**config.mk**
```make
export PLATFORM = sky130hd
export DESIGN_NAME = adc_trigger_ctrl
export DESIGN_NICKNAME = d
export VERILOG_FILES = /design/src/rtl/adc_ctrl_pkg.sv /design/src/rtl/trig_edge_sel.sv /design/src/rtl/adc_trigger_ctrl.sv
export VERILOG_INCLUDE_DIRS = /design/src /design/src/rtl
export SDC_FILE = /design/constraint.sdc
export NUM_CORES = 1
export LEC_CHECK = 0
export ABC_AREA = 1
export ABC_CLOCK_PERIOD_IN_PS = 5600
export BUFFER_PORTS_ARGS = -buffer_cell sky130_fd_sc_hd__buf_4
export CORE_MARGIN = 3
export CORE_UTILIZATION = 40
export DETAILED_ROUTE_END_ITERATION = 8
export PLACE_DENSITY = 0.66
export SLEW_MARGIN = 20
export SYNTH_ARGS = -nofsm -noshare
export SYNTH_HDL_FRONTEND = slang
export SYNTH_SLANG_ARGS = --single-unit
```
**constraint.sdc**
```tcl
create_clock -name I_MCLK -period 5.6 [get_ports I_MCLK]
set_input_delay 0.84 -clock I_MCLK [delete_from_list [all_inputs] [get_ports I_MCLK]]
set_output_delay 0.84 -clock I_MCLK [all_outputs]
set_load 0.005 [all_outputs]
```
**src/rtl/adc_ctrl_params.svh**
```systemverilog
// register offsets, field positions and reset values of the converter control block
`ifndef ADC_CTRL_PARAMS_SVH
`define ADC_CTRL_PARAMS_SVH

// register indices; byte address is four times the index
`define IDX_INPUT_SELECT 6'h00
`define IDX_GATE_LOW 6'h01
`define IDX_GATE_HIGH 6'h02
`define IDX_CONTROL 6'h03
`define IDX_RESULT_LOW 6'h04
`define IDX_RESULT_HIGH 6'h05
`define IDX_PIN_VALUE 6'h06

// control register field positions
`define CTL_ENABLE_BIT 7
`define CTL_START_BIT 6
`define CTL_AUTO_BIT 5
`define CTL_FLAG_BIT 4
`define CTL_TSRC_MSB 2
`define CTL_TSRC_LSB 0

// high gate register: writable upper nibble
`define GATE_HIGH_MSB 7
`define GATE_HIGH_LSB 4
// low gate register: reference pin bit
`define GATE_LOW_REF_BIT 3

// reset values
`define RST_INPUT_SELECT 6'h00
`define RST_GATE_LOW 8'h00
`define RST_GATE_HIGH 4'h0
`define RST_RESULT 10'h000

// channel code that routes the temperature sensor
`define TEMP_SENSOR_CODE 6'h3F
// result high byte shift
`define RESULT_HIGH_SHIFT 8

// bus answers
`define RESP_OKAY 2'h0
`define RESP_SLVERR 2'h2

`endif

```
**src/rtl/adc_ctrl_pkg.sv**
```systemverilog
// types shared by the converter control block
package adc_ctrl_pkg;

  typedef enum logic [2:0] {
    TRIG_FREE_RUN = 3'b000,
    TRIG_COMPARATOR = 3'b001,
    TRIG_EXT_IRQ0 = 3'b010,
    TRIG_T0_CMP_A = 3'b011,
    TRIG_T0_OVF = 3'b100,
    TRIG_T0_CMP_B = 3'b101,
    TRIG_T1_OVF = 3'b110,
    TRIG_WDT_IRQ = 3'b111
  } trig_src_t;

  typedef enum logic [0:0] {
    CONV_IDLE = 1'b0,
    CONV_BUSY = 1'b1
  } conv_state_t;

  typedef struct packed {
    logic wdt_irq;
    logic t1_ovf;
    logic t0_cmp_b;
    logic t0_ovf;
    logic t0_cmp_a;
    logic ext_irq0;
    logic comparator;
  } trig_in_t;

  typedef struct packed {
    logic [7:0] awaddr;
    logic awvalid;
    logic [31:0] wdata;
    logic [3:0] wstrb;
    logic wvalid;
    logic bready;
    logic [7:0] araddr;
    logic arvalid;
    logic rready;
  } axi_req_t;

  typedef struct packed {
    logic awready;
    logic wready;
    logic [1:0] bresp;
    logic bvalid;
    logic arready;
    logic [31:0] rdata;
    logic [1:0] rresp;
    logic rvalid;
  } axi_rsp_t;

endpackage

```
**src/rtl/trig_edge_sel.sv**
```systemverilog
// trigger source selector with rising edge detector
`timescale 1ns/1ps
module trig_edge_sel
  import adc_ctrl_pkg::*;
(
  input wire logic i_clk,
  input wire logic i_rst,
  input wire logic [7:0] i_src,
  input wire trig_src_t i_sel,
  output logic o_pulse
);

  typedef struct packed {
    logic [7:0] prev;
  } edge_state_t;

  edge_state_t st_q;
  edge_state_t st_d;

  always_comb
  begin
    st_d = st_q;
    st_d.prev = i_src;
  end

  // previous level kept per source, so a source change never fakes an edge
  assign o_pulse = i_src[i_sel] & ~st_q.prev[i_sel];

  always_ff @(posedge i_clk or posedge i_rst)
  begin
    if (i_rst)
    begin
      st_q <= '0;
    end
    else
    begin
      st_q <= st_d;
    end
  end

endmodule

```
**src/rtl/adc_trigger_ctrl.sv**
```systemverilog
// converter trigger, channel select and pin input gating with AXI4-Lite registers
// Operation
// - all-ones channel code routes and enables the temperature sensor
// - sensor channel is measured by an ordinary single conversion
// - three-bit trigger source field decodes to eight documented sources
// - triggers start conversions only while the converter enable bit is set
// - switching to free running never produces a trigger by itself
// - low gate bits 7:4 and 2:0 disable pins six to zero, reading zero
// - low gate bit 3 disables reference pin input, reading zero
// - high gate bits 7:4 gate pins ten to seven; 3:0 read zero
// - ten-bit result readable as high byte and low byte
`timescale 1ns/1ps
`include "adc_ctrl_params.svh"
module adc_trigger_ctrl
  import adc_ctrl_pkg::*;
(
  input wire logic I_MCLK,
  input wire logic I_SYS_RST,
  input wire axi_req_t I_AXI,
  output axi_rsp_t O_AXI,
  input wire trig_in_t I_TRIG,
  input wire logic I_CONV_DONE,
  input wire logic [9:0] I_CONV_RESULT,
  input wire logic [10:0] I_PIN_RAW,
  input wire logic I_REF_PIN_RAW,
  output logic O_CONV_START,
  output logic O_CONV_BUSY,
  output logic [5:0] O_CHANNEL,
  output logic O_TEMP_SENSOR_EN,
  output logic [11:0] O_BUF_DISABLE,
  output logic [11:0] O_PIN_VALUE
);

  // ************************************************************
  // state
  // ************************************************************

  typedef struct packed {
    logic aw_full;
    logic [7:0] aw_addr;
    logic w_full;
    logic [31:0] w_data;
    logic [3:0] w_strb;
    logic awready;
    logic wready;
    logic bvalid;
    logic [1:0] bresp;
    logic arready;
    logic rvalid;
    logic [1:0] rresp;
    logic [31:0] rdata;
    logic [5:0] channel_select_field;
    logic [7:0] analog_pin_input_gate_low;
    logic [3:0] high_pin_gate_bits;
    logic converter_enable_bit;
    logic start;
    logic auto_trig;
    logic flag;
    trig_src_t trigger_source_field;
    conv_state_t cst;
    logic conv_start;
    logic done_evt;
    logic [9:0] result;
    logic temp_en;
    logic [11:0] pins;
    logic [11:0] gate_out;
  } state_t;

  state_t q;
  state_t n;

  // ************************************************************
  // decoding
  // ************************************************************

  function automatic logic [5:0] reg_index(input logic [7:0] addr);
    reg_index = addr[7:2];
  endfunction

  function automatic logic index_mapped(input logic [5:0] idx);
    index_mapped = (idx <= `IDX_PIN_VALUE);
  endfunction

  // ************************************************************
  // pin gating
  // ************************************************************

  logic [11:0] gate_all;
  logic [11:0] raw_all;
  logic [11:0] pin_masked;

  // bit 11 is the reference pin, bits 10:0 the analog pins
  assign gate_all = {
    q.analog_pin_input_gate_low[`GATE_LOW_REF_BIT],
    q.high_pin_gate_bits,
    q.analog_pin_input_gate_low[7:4],
    q.analog_pin_input_gate_low[2:0]
  };
  assign raw_all = {I_REF_PIN_RAW, I_PIN_RAW};

  genvar gi;
  generate
    for (gi = 0; gi < 12; gi++)
    begin : g_gate
      assign pin_masked[gi] = raw_all[gi] & ~gate_all[gi];
    end
  endgenerate

  // ************************************************************
  // trigger
  // ************************************************************

  logic trig_pulse;

  // free running is fed by the completion event, not the sticky flag
  trig_edge_sel u_trig
  (
    .i_clk(I_MCLK),
    .i_rst(I_SYS_RST),
    .i_src({I_TRIG, q.done_evt}),
    .i_sel(q.trigger_source_field),
    .o_pulse(trig_pulse)
  );

  // ************************************************************
  // read mux
  // ************************************************************

  logic [5:0] rd_idx;
  logic [31:0] rd_data;

  assign rd_idx = reg_index(I_AXI.araddr);

  always_comb
  begin
    rd_data = 32'h0000_0000;
    case (rd_idx)
      `IDX_INPUT_SELECT:
      begin
        rd_data[5:0] = q.channel_select_field;
      end
      `IDX_GATE_LOW:
      begin
        rd_data[7:0] = q.analog_pin_input_gate_low;
      end
      `IDX_GATE_HIGH:
      begin
        rd_data[`GATE_HIGH_MSB:`GATE_HIGH_LSB] = q.high_pin_gate_bits;
      end
      `IDX_CONTROL:
      begin
        rd_data[`CTL_ENABLE_BIT] = q.converter_enable_bit;
        rd_data[`CTL_START_BIT] = q.start;
        rd_data[`CTL_AUTO_BIT] = q.auto_trig;
        rd_data[`CTL_FLAG_BIT] = q.flag;
        rd_data[`CTL_TSRC_MSB:`CTL_TSRC_LSB] = q.trigger_source_field;
      end
      `IDX_RESULT_LOW:
      begin
        rd_data[7:0] = q.result[7:0];
      end
      `IDX_RESULT_HIGH:
      begin
        rd_data[1:0] = q.result[9:`RESULT_HIGH_SHIFT];
      end
      `IDX_PIN_VALUE:
      begin
        rd_data[11:0] = q.pins;
      end
      default:
      begin
        rd_data = 32'h0000_0000;
      end
    endcase
  end

  // ************************************************************
  // next state
  // ************************************************************

  logic [5:0] wr_idx;
  logic do_write;
  logic [7:0] wb;

  assign wr_idx = reg_index(q.aw_addr);
  assign do_write = q.aw_full && q.w_full && !q.bvalid;
  assign wb = q.w_data[7:0];

  always_comb
  begin
    n = q;
    n.conv_start = 1'b0;
    n.done_evt = 1'b0;

    // response channels drop once taken
    if (q.bvalid && I_AXI.bready)
    begin
      n.bvalid = 1'b0;
    end
    if (q.rvalid && I_AXI.rready)
    begin
      n.rvalid = 1'b0;
    end

    // write address and data are captured independently
    if (I_AXI.awvalid && q.awready)
    begin
      n.aw_full = 1'b1;
      n.aw_addr = I_AXI.awaddr;
    end
    if (I_AXI.wvalid && q.wready)
    begin
      n.w_full = 1'b1;
      n.w_data = I_AXI.wdata;
      n.w_strb = I_AXI.wstrb;
    end

    if (do_write)
    begin
      n.aw_full = 1'b0;
      n.w_full = 1'b0;
      n.bvalid = 1'b1;
      n.bresp = index_mapped(wr_idx) ? `RESP_OKAY : `RESP_SLVERR;
      // only byte lane 0 carries register bits
      if (q.w_strb[0])
      begin
        case (wr_idx)
          `IDX_INPUT_SELECT:
          begin
            n.channel_select_field = wb[5:0];
          end
          `IDX_GATE_LOW:
          begin
            n.analog_pin_input_gate_low = wb;
          end
          `IDX_GATE_HIGH:
          begin
            n.high_pin_gate_bits = wb[`GATE_HIGH_MSB:`GATE_HIGH_LSB];
          end
          `IDX_CONTROL:
          begin
            n.converter_enable_bit = wb[`CTL_ENABLE_BIT];
            n.auto_trig = wb[`CTL_AUTO_BIT];
            n.trigger_source_field = trig_src_t'(wb[`CTL_TSRC_MSB:`CTL_TSRC_LSB]);
            if (wb[`CTL_START_BIT])
            begin
              n.start = 1'b1;
            end
            // flag clears by writing one
            if (wb[`CTL_FLAG_BIT])
            begin
              n.flag = 1'b0;
            end
          end
          default:
          begin
            n.flag = n.flag;
          end
        endcase
      end
    end

    if (!q.rvalid && q.arready && I_AXI.arvalid)
    begin
      n.rvalid = 1'b1;
      n.rdata = rd_data;
      n.rresp = index_mapped(rd_idx) ? `RESP_OKAY : `RESP_SLVERR;
    end

    // conversion sequencing; completion is handled after the flag clear so it wins
    case (q.cst)
      CONV_IDLE:
      begin
        if (q.converter_enable_bit && (q.start || (q.auto_trig && trig_pulse)))
        begin
          n.conv_start = 1'b1;
          n.start = 1'b1;
          n.cst = CONV_BUSY;
        end
        // next enable, so a write of enable and start together keeps the start
        else if (!n.converter_enable_bit)
        begin
          n.start = 1'b0;
        end
      end
      CONV_BUSY:
      begin
        if (!q.converter_enable_bit)
        begin
          // disabling aborts; the converter result is then discarded
          n.start = 1'b0;
          n.cst = CONV_IDLE;
        end
        else if (I_CONV_DONE)
        begin
          n.result = I_CONV_RESULT;
          n.flag = 1'b1;
          n.start = 1'b0;
          n.done_evt = 1'b1;
          n.cst = CONV_IDLE;
        end
      end
      default:
      begin
        n.cst = CONV_IDLE;
      end
    endcase

    n.temp_en = (q.channel_select_field == `TEMP_SENSOR_CODE);
    n.pins = pin_masked;
    n.gate_out = gate_all;
    n.awready = !n.aw_full;
    n.wready = !n.w_full;
    n.arready = !n.rvalid;
  end

  // ************************************************************
  // registers
  // ************************************************************

  always_ff @(posedge I_MCLK or posedge I_SYS_RST)
  begin
    if (I_SYS_RST)
    begin
      q <= '0;
      q.channel_select_field <= `RST_INPUT_SELECT;
      q.analog_pin_input_gate_low <= `RST_GATE_LOW;
      q.high_pin_gate_bits <= `RST_GATE_HIGH;
      q.result <= `RST_RESULT;
      q.cst <= CONV_IDLE;
      q.trigger_source_field <= TRIG_FREE_RUN;
    end
    else
    begin
      q <= n;
    end
  end

  // ************************************************************
  // outputs
  // ************************************************************

  // one driver for the whole response struct
  assign O_AXI = '{
    awready: q.awready,
    wready: q.wready,
    bresp: q.bresp,
    bvalid: q.bvalid,
    arready: q.arready,
    rdata: q.rdata,
    rresp: q.rresp,
    rvalid: q.rvalid
  };
  assign O_CONV_START = q.conv_start;
  assign O_CONV_BUSY = (q.cst == CONV_BUSY);
  assign O_CHANNEL = q.channel_select_field;
  assign O_TEMP_SENSOR_EN = q.temp_en;
  assign O_BUF_DISABLE = q.gate_out;
  assign O_PIN_VALUE = q.pins;

endmodule

```
# Word-level counts from Yosys, hierarchy flattened
# Index checks and enable logic that the tools add are counted.
# classes
order_cmp	3
eq_ne	10
muxes	43
bitwise_logic	27
reduce_logical	24
# ops
op	count
37-bit two-way mux	1
35-bit two-way mux	1
11-bit two-way mux	3
6-bit by 2-bit == test with 1-bit output, second input constant	4
2-bit one-hot mux with 6 select lines	2
1-bit two-way mux	19
6-bit by 3-bit == test with 1-bit output, second input constant	3
3-bit AND reduction	5
7-bit two-way mux	2
1-bit inverter	14
1-bit bitwise AND	13
6-bit by 1-bit == test with 1-bit output, second input constant	2
6-bit by 3-bit less-or-equal comparator with 1-bit output, second input constant	2
6-bit logical NOT	2
1-bit logical AND	10
2-bit one-hot mux with 5 select lines	1
3-bit two-way mux	3
9-bit two-way mux	1
1-bit binary-select mux with 3-bit select	2
6-bit == test, second input constant	1
2-bit two-way mux	3
1-bit logical NOT	5
1-bit one-hot mux with 5 select lines	1
3-bit by 4-bit less-than comparator with 1-bit output, second input constant	1
other kinds (5)	6
# totals
register_bits	138
in_bits	89
output_inout_bits	74
elab_cells	136

# Depth between registers and ports, before layout
# depth
ltp_word	9
ltp_mapped	10
mapped_depth_nobuf	10

# Cells and area by module
# Synthesis repeated with hierarchy kept, for this count alone.
# hier_totals
hier_cells	559
hier_area_um2	4880.9
# modules_own_cells
module	n_inst	cells_per_inst	area_each_um2	seq_area_each_um2
adc_trigger_ctrl	1	526	4565.6	2477.4
trig_edge_sel	1	33	315.3	200.2

# Least setup slack after synthesis
# No wires, ideal clock.
# synth_timing
path_type	input -> register
startpoint	input port I_AXI[9] (netlist name)
endpoint	register q (netlist bit O_AXI[7])
setup_time_ns	0.077
arrival_time_ns	1.633
t_required_ns	5.523
slack_ns	3.889
cell_stages	7
n_path_buf	0
path_cell_list	nor2_2 > nand2_2 > nor2_4 > nand2_1 > o21ai_0 > nor2_1 > a21oi_1
# synth_via
elab_chain_len	2
elab_cells_between_ends	7
# synth_rtl
item	line_no	source
start, declared	adc_trigger_ctrl.sv:19	input wire axi_req_t I_AXI,
6-bit by 3-bit == test with 1-bit output (tied with other cells)	adc_trigger_ctrl.sv:137	case (rd_idx)
2-bit one-hot mux with 6 select lines *	adc_trigger_ctrl.sv:137	
end signal, assigned	adc_trigger_ctrl.sv:335	q <= n;
end, declared	adc_trigger_ctrl.sv:69	state_t q;
# Every way passes the cells marked *; elsewhere a longest branch is shown, timed or not.
# A chain may end at the register's enable or synchronous reset.

# Final worst setup path
# layout_timing
startpoint	input port I_AXI[5] (netlist name)
endpoint	register q (netlist bit O_AXI[4])
# The elaborated chain is that of the path after synthesis.

==> summary.md <==
| Metric | Value |
|---|---|
| Number of enable flip-flop cells after synthesis | 0 |
| Portion of total power attributed to combinational logic | 21.7% |
| Areal power density over the cells | about 430 mW/mm^2 |
| Per-cell via count in the routed design | 4.53 |
| Sequential Power Share | a little under half |
| Critical path cell sequence | buf_4 -> nor2_1 -> inv_1 -> nor2_4 -> nand2_1 -> nand2_1 -> nor2_1 -> nand2_1 -> nand2_1 -> nand2_1 |
| Antenna fix cells | 0 |
| Slowest stage delay, CP | roughly 370 ps |
| Starting utilization of the core area | 41.5% |
| Final setup viols | 0 |
| Die Span X | ~120 um |
| Critical Path Source Type | primary input |
| Worst setup EP type | flop |
| Residual antenna-violating net count after detailed routing | 0 |
| Setup Buffers After CTS | 0 |
| Average cell area after synthesis | 8.67 um^2 |
| Fmax | roughly 530 MHz |
| Overall Global Routing Usage | approximately 16% |
| Hold WC Path Type | flop to flop |
| Post-layout nets | 708 |
| Internal Pwr Total | between 1.5 and 2 mW |
| DR pass1 iterations | 5 |
| Final hold viol count | 0 |
| Slew of the pin with the lowest slew margin | 880 ps |
| Hold Path Depth | 0 |
| Clock tree root driver cell | clkbuf_16 |
| Clock-pin slew on the worst setup and hold paths | 70 ps |
| Register Area | 0.00268 mm^2 |
| Net switching power figure | 0.716 mW |
| Routed wire length on met2 | between 5 and 6 mm |
| Required time reported for the critical path endpoint | 5880 ps |
| Clock tree from TritonCTS | yes |
| Largest driver fanout on the critical path | 8 |
| Number of fillers in the final layout | between 1000 and 1500 |
| Worst voltage drop across the vdd grid | 167 uV |
| Distinct cells, synth | 26 |
| Met3 routed WL | ~480 um |
| Final worst path period share | 33.5% |
| Met1 routed wirelength after detailed routing | ~5 mm |
| Overflow after GRT | 0 |
| MaxCap Viol Count | 0 |
| Share of synthesized registers carrying an async set or reset | 100% |
| Count of unresolved DRC violations after routing | 0 |
| Clock net sink count | between 100 and 150 |
| Prevailing post-synth register cell | dfrtp_1 |
| Data arrival time of the critical path | 2150 ps |
| Uppermost routed layer | met4 |
| Wire length of the first global-routing pass | 16.9 mm |
| Placer's final routability congestion estimate | 0.844 |
| Footprint of the multi-input gates | 0.00138 mm^2 |
| Unrepaired setup endpoints after global routing | false |
| Layout cell share with drive strength beyond 1 | 21.6% |
| WP buf/inv | 2 |
| Clock Power Share | a little under a third |
| Worst path top cell family by delay | simple AND/OR/NAND/NOR gates |
| Final number of max-transition violations | 0 |
| Num CTS Buffers | 9 |
| Clock network latency to the later pin of the worst-skew pair | ~340 ps |
| Master of the slowest instance on the critical path | nor2_1 |
| Buffer levels on the longest clock path | 2 |
| Worst Path Class, Setup | primary input to flop |
| Count of buffers from port buffering | 109 |
| Pin count of the biggest net entering global routing | between 70 and 80 |
| Mapped Cells | 554 |
| Total routed wirelength | 10.7 mm |
| Crit path top cell by count | nand2_1 |
| Total via count in the routed design | 3474 |
| Die outline area | 0.0134 mm^2 |
| Remaining max-slew budget at the tightest pin | 41.3% |
| Min cycle time layout | 1880 ps |
| Resized cells post-CTS | 0 |
| Post-synth design cell area | 0.00480 mm^2 |
| Logic depth of the worst path, buffers included | 10 |
| WL per Instance | 14.0 um |
| Die boundary height | 116 um |
| Placeable core region | 0.0116 mm^2 |
| Worst hold margin | 382 ps |
| Total half-perimeter wirelength after legalization and detailed placement | between 8 and 9 mm |
| Growth of design area from synthesis to finish | 18.7% |
| Number of global-route vias before repair | 3378 |
| Sequential-to-total area share from yosys stat | 55.8% |
| Setup Total Neg Slack | 0 ps |
| Number of antenna violations at the first check in global routing | 0 |
| Fraction of power spent switching nets | between 20% and 30% |
| Clk_skew | 7.84 ps |
| CTS H-Tree Depth | 3 |
| Number of warning messages in the yosys log | 0 |
| Number of standard-cell rows in the floorplan | 39 |
| Register-to-Register Path Depth | 9 |
| Total leakage power | 3.06 nW |
| Result of the run | completed |
| First DRT Iteration DRCs | 231 |
| Synth Register Bits | around 110 |
| Top Ports | 163 |
| CTS Hold Buffers Added | 0 |
metal layers:
| layer | up-vias | global-route usage [%] |
|---|---|---|
| met5 | - | 0 |
| met4 | 0 | 6.34 |
| met3 | 12 | 2.25 |
| met2 | 98 | 26.2 |
| met1 | 1620 | 22.7 |
| li1 | 1744 | - |
state kept, by name, indices dropped and copies added (netlist names), 6 cells and up:
signal / cells
q: 35
O_PIN_VALUE: 12
gate_all: 12
u_trig.st_q: 8
O_BUF_DISABLE: 12
O_AXI: 19
O_CHANNEL: 6
power by group through the flow:
| stage | Combinational, mW | Clock [mW] | Sequential, mW |
|---|---|---|---|
| finish | 0.536 | 0.775 | 1.16 |
| global route | 0.616 | 0.826 | 1.19 |
| CTS | 0.547 | 0.795 | 1.16 |
| detailed placement | 0.544 | 0 | 1.17 |
| global placement | 0.529 | 0 | 1.16 |
| floorplan | 0.435 | 0 | 1.10 |
cell usage in the layout, fill, tap and decap left out:
cell | synthesis | routed
o21ai_0 | 43 | 43
clkbuf_16 | 0 | 9
nor2_1 | 46 | 46
nor2_2 | 2 | 2
inv_4 | 0 | 1
nand2_2 | 1 | 1
buf_4 | 71 | 111
clkbuf_8 | 0 | 2
a31oi_1 | 2 | 2
nor3_1 | 1 | 1
nand2_1 | 159 | 159
a21o_1 | 1 | 1
o21ai_1 | 1 | 1
conb_1 | 1 | 22
inv_1 | 63 | 62
a21oi_1 | 4 | 4
clkbuf_1 | 2 | 1
nor2_4 | 2 | 2
bufinv_16 | 0 | 4
nand3_1 | 32 | 32
nand4_1 | 3 | 3
clkinv_1 | 2 | 2
inv_2 | 1 | 1
nand3_2 | 1 | 1
nand3b_1 | 2 | 2
nand4_2 | 1 | 1
dfrtp_1 | 107 | 107
o21a_1 | 1 | 1
final timing paths:
check                      startpoint                to  slack [ps]
setup / recovery             I_AXI[5]          O_AXI[4]        3720
hold / removal                  q[35]    u_trig.st_q[0]         380
setup reg to reg               q[148]             q[43]        3870
hold reg to reg                 q[35]    u_trig.st_q[0]         380
max in group asynchronous   I_SYS_RST             q[33]        3830
min in group asynchronous   I_SYS_RST  O_BUF_DISABLE[1]         520
through the flow:
stage	setup slack (ps)	instance area, um^2	std cells	util (%)	power (mW)
floorplan	1940	4880	575	-	1.54
global placement	3420	5320	751	46.0	1.69
detailed placement	3370	5320	751	46.0	1.72
CTS	3730	5700	767	49.3	2.50
global route	3560	5700	767	49.3	2.63
finish	3720	5700	767	49.3	2.47
area by class of cell:
type                       instances  share of cell area, %
sequential                       107                   47.0
multi-input combinational        324                   24.3
timing repair buffer             111                   14.6
clock buffer                      12                   4.50
inverter                          66                   4.39
tap                              143                   3.14
clock inverter                     4                   2.11
kinds of logic after synthesis:
family	count (synthesis)	share of synthesized area, %
flip-flops	107	55.8
buffers and inverters	144	17.1
AO/OA/AOI/OAI	52	5.58
AND/OR/NAND/NOR	250	21.5
other	1	0.0781
cell usage after synthesis (2+ instances only):
cell / number / area share [%]
nand2_1: 159 / 12
dfrtp_1: 107 / 56
buf_4: 71 / 11
inv_1: 63 / 4.9
nor2_1: 46 / 3.6
o21ai_0: 43 / 4.5
nand3_1: 32 / 3.3
a21oi_1: 4 / 0.42
buf_2: 4 / 0.42
nand4_1: 3 / 0.39
a31oi_1: 2 / 0.26
clkbuf_1: 2 / 0.16
clkinv_1: 2 / 0.16
nand3b_1: 2 / 0.31
nor2_2: 2 / 0.26
nor2_4: 2 / 0.47
Power figures use the tool's default switching activity.
